File: src/hw/alr_pkg.sv
/*
  Constants, register map and state encoding of the audio link reset and
  codec discovery block.
  Assumes a 50 MHz system clock and a 32-bit Avalon-MM register bus with
  byte addresses.
*/
package alr_pkg;

  localparam int          ALR_NUM_SDI         = 4;

  // Register byte offsets.
  localparam logic [5:0]  ALR_GCTL_OFFSET     = 6'h08;
  localparam logic [5:0]  ALR_WAKE_ENABLE_BITS_OFFSET   = 6'h0c;
  localparam logic [5:0]  ALR_CODEC_STATE_CHANGE_BITS_OFFSET = 6'h10;
  localparam logic [5:0]  ALR_INTERRUPT_CONTROL_REGISTER_OFFSET   = 6'h20;
  localparam logic [5:0]  ALR_LSTAT_OFFSET    = 6'h24;

  // Field positions.
  localparam int          ALR_CONTROLLER_RESET_BIT_BIT        = 0;
  localparam int          ALR_CIE_BIT         = 31;

  // Values after reset and of unmapped reads.
  localparam logic [31:0] ALR_REG_RESET       = 32'h0000_0000;
  localparam logic [31:0] ALR_UNMAPPED_DATA   = 32'h0000_0000;

  // Timing.
  localparam int          ALR_SYS_CLK_MHZ     = 50;
  localparam int          ALR_BCLK_HALF       = 4;
  localparam int          ALR_LINK_HOLD_NS    = 1000;
  localparam int          ALR_INIT_NS         = 400;
  localparam int          ALR_LINK_HOLD_CYC   = (ALR_LINK_HOLD_NS * ALR_SYS_CLK_MHZ + 999) / 1000;
  localparam int          ALR_INIT_CYC        = (ALR_INIT_NS * ALR_SYS_CLK_MHZ + 999) / 1000;

  typedef enum logic [3:0]
  {
    ALR_ST_RESET      = 4'b0001,
    ALR_ST_LINK_START = 4'b0010,
    ALR_ST_INIT       = 4'b0100,
    ALR_ST_RUN        = 4'b1000
  } alr_state_type;

endpackage

File: src/hw/alr_reset_discovery.sv
/*
  Controller reset exit, link bit clock generation and codec discovery
  with a state-change interrupt, reached over an Avalon-MM slave.
  Assumes codec serial data inputs are asynchronous to sys_clk and that
  the link bit clock is made here from sys_clk by a divider.
*/
// Added by the designer: the placing of the registers and register access over Avalon-MM.
`timescale 1ns/100ps
module alr_reset_discovery
  import alr_pkg::*;
(
  // Clock and reset.
  input  wire logic                   sys_clk,
  input  wire logic                   resetn,
  // Avalon-MM register slave.
  input  wire logic [5:0]             avs_address,
  input  wire logic                   avs_read,
  input  wire logic                   avs_write,
  input  wire logic [31:0]            avs_writedata,
  input  wire logic [3:0]             avs_byteenable,
  output logic      [31:0]            avs_readdata,
  output logic                        avs_waitrequest,
  // Codec link.
  output logic                        link_bclk,
  output logic                        link_reset_n,
  input  wire logic [ALR_NUM_SDI-1:0] codec_serial_data_in,
  // Interrupt.
  output logic                        irq
);

  alr_state_type                  state_reg;
  logic                           ack_reg;
  logic                           controller_reset_bit_req_reg;
  logic [7:0]                     count_reg;
  logic [1:0]                     div_reg;
  logic                           bclk_reg;
  logic                           link_reset_n_reg;
  logic [ALR_NUM_SDI-1:0]         sdi_meta_reg;
  logic [ALR_NUM_SDI-1:0]         sdi_sync_reg;
  logic [ALR_NUM_SDI-1:0]         sdi_seen_reg;
  logic [ALR_NUM_SDI-1:0]         wake_en_reg;
  logic [ALR_NUM_SDI-1:0]         state_change_reg;
  logic [ALR_NUM_SDI-1:0]         irq_mask_reg;
  logic                           cie_reg;
  logic [31:0]                    readdata_reg;

  logic                           bus_wr;
  logic [31:0]                    wmask;
  logic [31:0]                    wdata;
  logic                           ctrl_ready;
  logic                           link_up;
  logic                           bclk_rise;
  logic [ALR_NUM_SDI-1:0]         sdi_rise;
  logic [ALR_NUM_SDI-1:0]         change_set;
  logic [ALR_NUM_SDI-1:0]         change_clr;
  logic [31:0]                    read_value;
  logic [31:0]                    interrupt_control_register_word;
  logic [31:0]                    lstat_word;
  logic [ALR_NUM_SDI-1:0]         irq_pending;

  logic                           sel_gctl;
  logic                           sel_wake_enable_bits;
  logic                           sel_codec_state_change_bits;
  logic                           sel_interrupt_control_register;

  // Address decode shared by the write paths; at most one select is high.
  always_comb
  begin
    sel_gctl     = 1'b0;
    sel_wake_enable_bits   = 1'b0;
    sel_codec_state_change_bits = 1'b0;
    sel_interrupt_control_register   = 1'b0;
    if (avs_address == ALR_GCTL_OFFSET)
      sel_gctl = 1'b1;
    else if (avs_address == ALR_WAKE_ENABLE_BITS_OFFSET)
      sel_wake_enable_bits = 1'b1;
    else if (avs_address == ALR_CODEC_STATE_CHANGE_BITS_OFFSET)
      sel_codec_state_change_bits = 1'b1;
    else if (avs_address == ALR_INTERRUPT_CONTROL_REGISTER_OFFSET)
      sel_interrupt_control_register = 1'b1;
  end

  // One wait state on every access; the write lands and read data stand
  // at the edge where waitrequest is low.
  always_ff @(posedge sys_clk or negedge resetn)
  begin
    if (!resetn)
      ack_reg <= 1'b0;
    else
      ack_reg <= (avs_read | avs_write) & ~ack_reg;
  end

  assign avs_waitrequest = (avs_read | avs_write) & ~ack_reg;
  assign bus_wr          = avs_write & ack_reg;
  assign wmask           = {{8{avs_byteenable[3]}}, {8{avs_byteenable[2]}},
                            {8{avs_byteenable[1]}}, {8{avs_byteenable[0]}}};
  assign wdata           = avs_writedata & wmask;
  assign ctrl_ready      = (state_reg == ALR_ST_RUN);
  assign link_up         = (state_reg == ALR_ST_INIT) | (state_reg == ALR_ST_RUN);

  // The controller reset bit is the only bit writable while in reset.
  always_ff @(posedge sys_clk or negedge resetn)
  begin
    if (!resetn)
      controller_reset_bit_req_reg <= 1'b0;
    else if (bus_wr && sel_gctl && avs_byteenable[0])
      controller_reset_bit_req_reg <= avs_writedata[ALR_CONTROLLER_RESET_BIT_BIT];
  end

  // Reset exit sequence: clock the link with reset held, then release the
  // link reset and let the internal logic settle before reporting ready.
  always_ff @(posedge sys_clk or negedge resetn)
  begin
    if (!resetn)
    begin
      state_reg <= ALR_ST_RESET;
      count_reg <= 8'h00;
    end
    else if (!controller_reset_bit_req_reg)
    begin
      state_reg <= ALR_ST_RESET;
      count_reg <= 8'h00;
    end
    else
    begin
      case (state_reg)
        ALR_ST_RESET:
        begin
          state_reg <= ALR_ST_LINK_START;
          count_reg <= 8'h00;
        end
        ALR_ST_LINK_START:
        begin
          if (count_reg == 8'(ALR_LINK_HOLD_CYC - 1))
          begin
            state_reg <= ALR_ST_INIT;
            count_reg <= 8'h00;
          end
          else
            count_reg <= count_reg + 8'h01;
        end
        ALR_ST_INIT:
        begin
          if (count_reg == 8'(ALR_INIT_CYC - 1))
          begin
            state_reg <= ALR_ST_RUN;
            count_reg <= 8'h00;
          end
          else
            count_reg <= count_reg + 8'h01;
        end
        ALR_ST_RUN:
          count_reg <= 8'h00;
        default:
        begin
          state_reg <= ALR_ST_RESET;
          count_reg <= 8'h00;
        end
      endcase
    end
  end

  // Link bit clock: sys_clk divided by twice the half period, stopped low
  // whenever the controller is in reset.
  always_ff @(posedge sys_clk or negedge resetn)
  begin
    if (!resetn)
    begin
      div_reg  <= 2'b00;
      bclk_reg <= 1'b0;
    end
    else if (state_reg == ALR_ST_RESET)
    begin
      div_reg  <= 2'b00;
      bclk_reg <= 1'b0;
    end
    else if (div_reg == 2'(ALR_BCLK_HALF - 1))
    begin
      div_reg  <= 2'b00;
      bclk_reg <= ~bclk_reg;
    end
    else
      div_reg <= div_reg + 2'b01;
  end

  assign bclk_rise = (state_reg != ALR_ST_RESET) & (div_reg == 2'(ALR_BCLK_HALF - 1)) & ~bclk_reg;

  always_ff @(posedge sys_clk or negedge resetn)
  begin
    if (!resetn)
      link_reset_n_reg <= 1'b0;
    else
      link_reset_n_reg <= link_up;
  end

  assign link_bclk    = bclk_reg;
  assign link_reset_n = link_reset_n_reg;

  // Two-flop synchronisers for the codec serial data inputs.
  always_ff @(posedge sys_clk or negedge resetn)
  begin
    if (!resetn)
    begin
      sdi_meta_reg <= '0;
      sdi_sync_reg <= '0;
    end
    else
    begin
      sdi_meta_reg <= codec_serial_data_in;
      sdi_sync_reg <= sdi_meta_reg;
    end
  end

  // With the link up a codec's request is a rising data line seen at a bit
  // clock edge; its address is the index of the line it answers on, which
  // is unique by wiring. In reset a rising line is a wake event instead.
  always_ff @(posedge sys_clk or negedge resetn)
  begin
    if (!resetn)
      sdi_seen_reg <= '0;
    else if (state_reg == ALR_ST_LINK_START)
      sdi_seen_reg <= '0;
    else if (!link_up || bclk_rise)
      sdi_seen_reg <= sdi_sync_reg;
  end

  assign sdi_rise = sdi_sync_reg & ~sdi_seen_reg;

  // Set sources of the state-change bits. With the link up a request only
  // counts at a bit clock rise, so a line still settling after the link
  // start is not taken twice. In reset only lines with a wake enable count,
  // and while the link is starting nothing counts at all.
  always_comb
  begin
    change_set = '0;
    if (link_up)
    begin
      if (bclk_rise)
        change_set = sdi_rise;
    end
    else if (state_reg == ALR_ST_RESET)
    begin
      change_set = sdi_rise & wake_en_reg;
    end
  end

  // Software clears a state-change bit by writing a one to it, and only
  // while the controller is ready; a set in the same cycle wins.
  always_comb
  begin
    change_clr = '0;
    if (bus_wr && ctrl_ready)
    begin
      if (sel_codec_state_change_bits)
        change_clr = wdata[ALR_NUM_SDI-1:0];
    end
  end

  // Retained bits: only the power-on reset clears them.
  always_ff @(posedge sys_clk or negedge resetn)
  begin
    if (!resetn)
      state_change_reg <= ALR_REG_RESET[ALR_NUM_SDI-1:0];
    else
      state_change_reg <= (state_change_reg & ~change_clr) | change_set;
  end

  always_ff @(posedge sys_clk or negedge resetn)
  begin
    if (!resetn)
      wake_en_reg <= ALR_REG_RESET[ALR_NUM_SDI-1:0];
    else if (bus_wr && ctrl_ready && sel_wake_enable_bits)
      wake_en_reg <= (wake_en_reg & ~wmask[ALR_NUM_SDI-1:0]) | wdata[ALR_NUM_SDI-1:0];
  end

  // Interrupt control is not retained and falls back to default in reset.
  always_ff @(posedge sys_clk or negedge resetn)
  begin
    if (!resetn)
    begin
      cie_reg      <= ALR_REG_RESET[ALR_CIE_BIT];
      irq_mask_reg <= ALR_REG_RESET[ALR_NUM_SDI-1:0];
    end
    else if (!ctrl_ready)
    begin
      cie_reg      <= ALR_REG_RESET[ALR_CIE_BIT];
      irq_mask_reg <= ALR_REG_RESET[ALR_NUM_SDI-1:0];
    end
    else if (bus_wr && sel_interrupt_control_register)
    begin
      if (avs_byteenable[3])
        cie_reg <= avs_writedata[ALR_CIE_BIT];
      if (avs_byteenable[0])
        irq_mask_reg <= avs_writedata[ALR_NUM_SDI-1:0];
    end
  end

  // A codec raises the interrupt only while its mask bit and the controller
  // enable are both set; the status bits stay visible to software either way.
  assign irq_pending = state_change_reg & irq_mask_reg;
  assign irq         = cie_reg & |irq_pending;

  // Interrupt control word; it holds its default while in reset.
  assign interrupt_control_register_word = {cie_reg, {(31-ALR_NUM_SDI){1'b0}}, irq_mask_reg};

  // Link status for bring-up: link reset, bit clock and sequencer state.
  assign lstat_word  = {26'h0, link_reset_n_reg, bclk_reg, state_reg};

  // Read mux; non-retained registers show defaults until the block is ready.
  always_comb
  begin
    read_value = ALR_UNMAPPED_DATA;
    if (avs_address == ALR_GCTL_OFFSET)
    begin
      read_value = {31'h0, ctrl_ready};
    end
    else if (avs_address == ALR_WAKE_ENABLE_BITS_OFFSET)
    begin
      read_value = {{(32-ALR_NUM_SDI){1'b0}}, wake_en_reg};
    end
    else if (avs_address == ALR_CODEC_STATE_CHANGE_BITS_OFFSET)
    begin
      read_value = {{(32-ALR_NUM_SDI){1'b0}}, state_change_reg};
    end
    else if (avs_address == ALR_INTERRUPT_CONTROL_REGISTER_OFFSET)
    begin
      read_value = interrupt_control_register_word;
    end
    else if (avs_address == ALR_LSTAT_OFFSET)
    begin
      read_value = lstat_word;
    end
  end

  // Read data are captured at the request edge and stand until the next
  // read, so the master may take them at the edge where waitrequest is low.

  always_ff @(posedge sys_clk or negedge resetn)
  begin
    if (!resetn)
      readdata_reg <= ALR_REG_RESET;
    else if (avs_read && !ack_reg)
      readdata_reg <= read_value;
  end

  assign avs_readdata = readdata_reg;

endmodule

File: config.mk
export PLATFORM = sky130hd
export DESIGN_NAME = alr_reset_discovery
export DESIGN_NICKNAME = d
export VERILOG_FILES = /design/src/hw/alr_pkg.sv /design/src/hw/alr_reset_discovery.sv
export SDC_FILE = /design/constraint.sdc
export NUM_CORES = 1
export LEC_CHECK = 0
export BUFFER_PORTS_ARGS = -buffer_cell sky130_fd_sc_hd__buf_2
export CAP_MARGIN = 15
export CORE_ASPECT_RATIO = 0.8
export CORE_MARGIN = 4
export CORE_UTILIZATION = 30
export CTS_CLUSTER_DIAMETER = 30
export DETAILED_ROUTE_END_ITERATION = 7
export GPL_TIMING_DRIVEN = 0
export PLACE_DENSITY_LB_ADDON = 0.3
export SLEW_MARGIN = 20
export SYNTH_ARGS = -nofsm -noshare
export SYNTH_HDL_FRONTEND = slang
export SYNTH_SLANG_ARGS = --single-unit
File: constraint.sdc
create_clock -name sys_clk -period 2 [get_ports sys_clk]
set_input_delay 0.2 -clock sys_clk [delete_from_list [all_inputs] [get_ports sys_clk]]
set_output_delay 0.2 -clock sys_clk [all_outputs]
set_load 0.05 [all_outputs]
==> results of run 1 <==
timing repair:
item / in CTS / in global routing
pin swaps: 0 / 2
resized for setup: 1 / 2
cloned: 0 / 1
endpoints found under the setup margin: 4 / 11
buffers inserted: 1 / 0
endpoints found under the hold margin: 53 / 0
hold buffers: 5 / 0
synth_stat cells (2+ instances only):
cell type / n
buf_2: 4
a32o_1: 4
mux2i_1: 5
nand2_1: 26
a21oi_1: 18
clkbuf_1: 5
nand4_1: 3
a2bb2oi_1: 3
nor2_1: 18
buf_4: 25
mux2_2: 6
ha_1: 4
a31oi_1: 4
inv_1: 3
dfrtp_1: 49
nand3_1: 8
nor2b_1: 4
and3_1: 2
or3_1: 4
nor3_1: 3
nor4b_2: 4
o21ai_0: 10
nand2b_1: 3
a22oi_1: 2
xor2_1: 4
xnor2_1: 3
cells in the final DEF (no fill, tap or decap), drive strengths merged, types with 6 or more instances in the layout:
master / n
conb: 25
nor2: 18
nand3: 8
dfrtp: 49
o21ai: 10
a21oi: 18
mux2: 6
buf: 60
clkbuf: 13
nand2: 26
metal layers:
metal  up-vias  global-route usage [%]  wire [um]
met3         9                    3.62        419
met1       853                    16.4       2910
met5         -                       0          0
li1        958                       -          -
met2        64                    13.9       2040
met4         0                    3.14         70
worst paths after layout:
path	start	end
setup / recovery	state_reg[0]	state_change_reg[0]
hold / removal	avs_writedata[3]	irq_mask_reg[3]
setup reg to reg	state_reg[0]	state_change_reg[0]
hold reg to reg	sdi_meta_reg[2]	sdi_sync_reg[2]
max in group asynchronous	resetn	state_change_reg[2]
min in group asynchronous	resetn	avs_readdata[4]
critical path, stage by stage (launching register included):
cell	delay, ns
dfstp_2	0.37
buf_2	0.17
or4b_4	0.61
nor4_4	0.39
nand2_1	0.10
a32o_1	0.21
cell families after synthesis:
family / after synthesis / share of synthesized area [%]
buffers and inverters: 37 / 9.28
flip-flops: 50 / 48.9
AO/OA/AOI/OAI: 48 / 12.3
multiplexers: 11 / 4.59
other: 1 / 0.146
XOR/XNOR: 7 / 2.39
AND/OR/NAND/NOR: 88 / 20.5
adder cells (fa/ha/maj): 4 / 1.95
power breakdown:
part / switching [mW] / leakage (nW) / internal, mW / total (mW)
combinational: 0.247 / 0.772 / 0.101 / 0.349
clock: 0.335 / 0.0524 / 0.375 / 0.709
sequential: 0.0159 / 0.661 / 1.04 / 1.06
final cells by class:
type	count	area (um2)
Fill cell	814	5000
Sequential cell	50	1250
Inverter	3	11.3
Tap cell	108	135
Clock inverter	1	30.0
Multi-Input combinational cell	184	1180
Clock buffer	7	76.3
Buffer	34	229
Timing Repair Buffer	37	215
per-stage QoR:
stage	power, mW	TNS [ns]	std cells	setup WS [ns]
final	2.11	0	424	0.0494
after global routing	2.21	-0.0285	424	-0.0118
after CTS	2.13	0	423	0.0147
after detailed placement	1.41	-1.63	409	-0.411
after global placement	1.41	-1.43	409	-0.359
after floorplan	1.33	0	270	0.146
==> results by group, run 1 <==
Run status
  – Status: finished, final reports clean

Synth
  – Main synth FF type: dfrtp_1
  – Post-synth design cell area: around 2600 um2
  – Synth top area share: between 40% and 50%
  – Synthesized area per cell: between 10 and 15 um2
  – Yosys top cell by area: dfrtp_1
  – Top cells by area, synth: dfrtp_1 48%, buf_4 7.3%, nand2_1 3.8%
  – Mapped Cells: 246
  – Asr flop ratio synth: 100%
  – Yosys cell types: 48
  – Ys Warns: 0
  – #FFs+latches synth: 50
  – Post-synth EDFFs: 0
  – Register area share after synthesis: approximately half

CTS
  – CTS tree: built
  – CTS Buf Count: 5
  – Clock sink count: 50
  – Root Buffer: clkbuf_8
  – Clock Latency Late Sink: about 0.3 ns
  – Clock transition at path regs: 0.09 ns
  – CTS H-tree depth: 2
  – CTS Buffer Depth: 2

Floorplanning
  – Ports: 86
  – DIE AREA: ~10000 um2
  – Die span in x: roughly 110 um
  – Die height: ~90 um
  – Initial Util: roughly a third
  – # rows: 29
  – Core area: just over 8000 um2

Final layout
  – ANT cells: 0
  – Share of cells above drive strength 1: between 20% and 30%
  – Nets: roughly 370
  – Fin util: slightly below 40%
  – Post-route design area: roughly 3100 um2
  – P&R area growth vs syn: 22.2%
  – Max FFs per register: 8

Drt
  – Vias: 1884
  – DRC violations left: 0
  – Avg WL per Cell: between 10 and 15 um
  – Routed wire length: around 5400 um
  – Router iterations before antenna repair: 4
  – Initial drt markers: around 130
  – Via-to-Cell Ratio: about 4.4
  – Routed Antenna Nets: 0

Timing
  – Min Hold Slack: between 0.15 and 0.2 ns
  – Max Freq: around 500 MHz
  – Count of final hold-check violations: 0
  – Worst-margin pin slew: between 0.9 and 1 ns
  – Slew Limit Fails: 0
  – Final Skew: just over 0.003 ns
  – RSZ-0062 raised after global routing: yes
  – Period utilization: 97.5%
  – Min cycle time layout: approximately 2.0 ns
  – Max_slew headroom: 38.7%
  – Final Setup Violations: 0

Placement
  – Port buffer count: 31
  – Hpwl dp: between 3000 and 4000 um
  – Area post-placement: slightly below 3000 um2
  – Final Wtd Congestion: about 0.8

Power and ir drop
  – Leak: 1.48 nW
  – Max VDD drop: ~270 uV
  – Cell area power density: around 680 nW/um2

Critical path
  – Startpoint Class: register
  – Critical path peak fanout: 8
  – Crit Path Category: reg2reg
  – Critical path capture point type: register
  – CP required: between 2 and 2.5 ns
  – Reg2Reg Depth: 5
  – R2R Setup Slk: 0.05 ns
  – Worst path arrival time: approximately 2.2 ns

Hold path
  – Hold path cells: 3
  – Hold Path Class: in2reg

Global routing
  – Vias in the first global route: about 1700
  – GRT Overall Usage: about a tenth
  – Global route overflow: 0
  – Global-route wire length before repair: slightly below 9000 um
  – Pin count of the biggest net entering global routing: 51
  – Antenna violations before repair: 0

Job
  – Max-Cap Viols: 0
Power figures use the tool's default switching activity.
==> run 2, diff against run 1 <==
==> constraint.sdc (replaced) <==
create_clock -name sys_clk -period 2.1 [get_ports sys_clk]
set_input_delay 0.21 -clock sys_clk [delete_from_list [all_inputs] [get_ports sys_clk]]
set_output_delay 0.21 -clock sys_clk [all_outputs]
set_load 0.05 [all_outputs]
==> run 2 against run 1 <==
  * Critical path depth down 1
  * Sequential power down 5%
  * Non-clock buffer count up 2
  * Sequential share of layout area about the same
  * Power down 4.6%
  * Via count up 0.27%
  * Flip-flop and latch count unchanged
  * Die area unchanged
  * Largest power group unchanged
==> results by group, run 2 (synthesis results as in run 1) <==
Final layout
  – P&R area growth vs syn: 22.3% (about the same)
  – Post-route design area: 3130 um2 (about the same)
  – Fin util: 38.5% (about the same)
  – Most common cell after layout, fill and taps aside: dfrtp_1
  – ANT cells: 0 (unchanged)
  – Most frequent cells in the layout: 49 x dfrtp_1, 34 x buf_2, 29 x buf_4
  – Max FFs per register: 8 (unchanged)
  – Share of cells above drive strength 1: 28.7% (+0.23 points)
  – Nets: 370 (+0.27%)

Floorplanning
  – Die span in x: 111 um (unchanged)
  – DIE AREA: 10100 um2 (unchanged)
  – Ports: 86 (unchanged)
  – # rows: 29 (unchanged)
  – Initial Util: 31.5% (unchanged)
  – Die height: 90.7 um (unchanged)
  – Core area: 8130 um2 (unchanged)

Critical path
  – Worst path arrival time: 2.21 ns (+0.06 ns)
  – CP required: 2.34 ns (+0.14 ns)
  – Critical path capture point type: register
  – Startpoint Class: register
  – Crit Path Category: reg2reg
  – Critical path peak fanout: 9 (+1)

Power and ir drop
  – Leak: 1.49 nW (+0.27%)
  – Cell area power density: 644 nW/um2 (-4.7%)
  – Post-layout power: 2.02 mW (-4.6%)
  – Max VDD drop: 258 uV (-4.8%)

Timing
  – Slew Limit Fails: 0 (unchanged)
  – Period utilization: 94.0% (-3.6 points)
  – Count of final hold-check violations: 0 (unchanged)
  – Max_slew headroom: 38.8% (about the same)
  – Worst-margin pin slew: 0.916 ns (-0.000489 ns)
  – Setup ws final: 0.127 ns (+0.0771 ns)
  – Final Setup Violations: 0 (unchanged)
  – RSZ-0062 raised after global routing: no
  – Min cycle time layout: 1.97 ns (+0.0229 ns)
  – Final Skew: 0.00611 ns (+0.00301 ns)
  – Setup TNS: 0 ns (unchanged)
  – Max Freq: 507 MHz (-1.2%)

Drt
  – Router iterations before antenna repair: 4 (unchanged)
  – Vias: 1889 (+0.27%)
  – DRC violations left: 0 (unchanged)
  – Avg WL per Cell: 12.7 um (-1.4%)
  – Via-to-Cell Ratio: 4.44 (about the same)
  – Routed Antenna Nets: 0 (unchanged)
  – Initial drt markers: 106 (-15%)
  – Routed wire length: 5380 um (-1.2%)

Placement
  – Setup slack at placement: -0.311 ns (+0.100 ns)
  – Port buffer count: 31 (unchanged)
  – Area post-placement: 2950 um2 (unchanged)
  – Final Wtd Congestion: 0.816 (unchanged)
  – Hpwl dp: 4000 um (unchanged)

CTS
  – Clock transition at path regs: 0.09 ns (about the same)
  – CTS tree: built
  – Root Buffer: clkbuf_8
  – Clock sink count: 50 (unchanged)
  – Clock Latency Late Sink: 0.30 ns (about the same)
  – CTS Buffer Depth: 2 (unchanged)
  – CTS H-tree depth: 2 (unchanged)
  – CTS Buf Count: 5 (unchanged)

Run status
  – Status: finished, final reports clean

Global routing
  – GRT Overall Usage: 10.6% (-0.057 points)
  – Vias in the first global route: 1667 (-0.60%)
  – Pin count of the biggest net entering global routing: 51 (unchanged)
  – Global route overflow: 0 (unchanged)
  – Antenna violations before repair: 0 (unchanged)
  – Global-route wire length before repair: 8760 um (-0.39%)

Hold path
  – Hold Path Class: in2reg

Job
  – Max-Cap Viols: 0 (unchanged)
run 2: cell types whose count changed in the layout (fill, tap and decap cells not counted), sizes merged:
cell and change:
buf +3, a21boi -1, clkbuf -1
run 2: power by group:
part	total [mW]	switching [mW]	internal (mW)
registers	1.01	0.0153	0.991
logic	0.336	0.236	0.100
clock network	0.675	0.318	0.357
total	2.02	0.569	1.45
run 2: layout make-up:
class,instances,area [um2]
plain buffers,34,226
clock inverters,1,30.0
fillers,814,4990
multi-input cells,183,1170
well taps,108,135
flip-flops and latches,50,1250
clock buffers,7,76.3
repair buffers,39,230
inverters,3,11.3
run 2: through the flow:
stage	instances	hold slack, ns
6_report	425	0.163
5_1_grt	425	0.152
4_1_cts	421	0.000625
3_5_place_dp	409	0.279
3_3_place_gp	409	0.319
2_1_floorplan	270	-0.0856
run 2: critical path, cell delays in order (launching register included):
cell and delay [ns]:
dfrtp_1 0.45, or4_4 0.56, or3_4 0.41, a21boi_4 0.28
o211a_1 0.21
run 2: timing repair:
| action | CTS | global route |
|---|---|---|
| buffers inserted | 0 | 3 |
| endpoints found under the hold margin | 52 | 1 |
| setup endpoints to repair | 4 | 4 |
| hold buffers | 4 | 1 |
| gates resized for setup | 1 | 0 |
run 2: path summary, 6_finish.rpt:
kind                       cells after the start        startpoint              end  slack (ns)
min in group asynchronous                      2            resetn  avs_readdata[4]        0.47
max in group asynchronous                      2            resetn  sdi_sync_reg[3]        1.21
min reg2reg                                    0   sdi_meta_reg[3]  sdi_sync_reg[3]        0.35
min                                            3  avs_writedata[3]  irq_mask_reg[3]        0.16
max                                            4      count_reg[2]     state_reg[3]        0.13
max reg2reg                                    4      count_reg[2]     state_reg[3]        0.13
run 2: per-layer routing:
| layer | track usage, % | part of all wire, % |
|---|---|---|
| met5 | 0 | 0 |
| met4 | 3.14 | 1.3 |
| met3 | 3.62 | 8.3 |
| met2 | 13.8 | 38 |
| met1 | 16.4 | 52 |
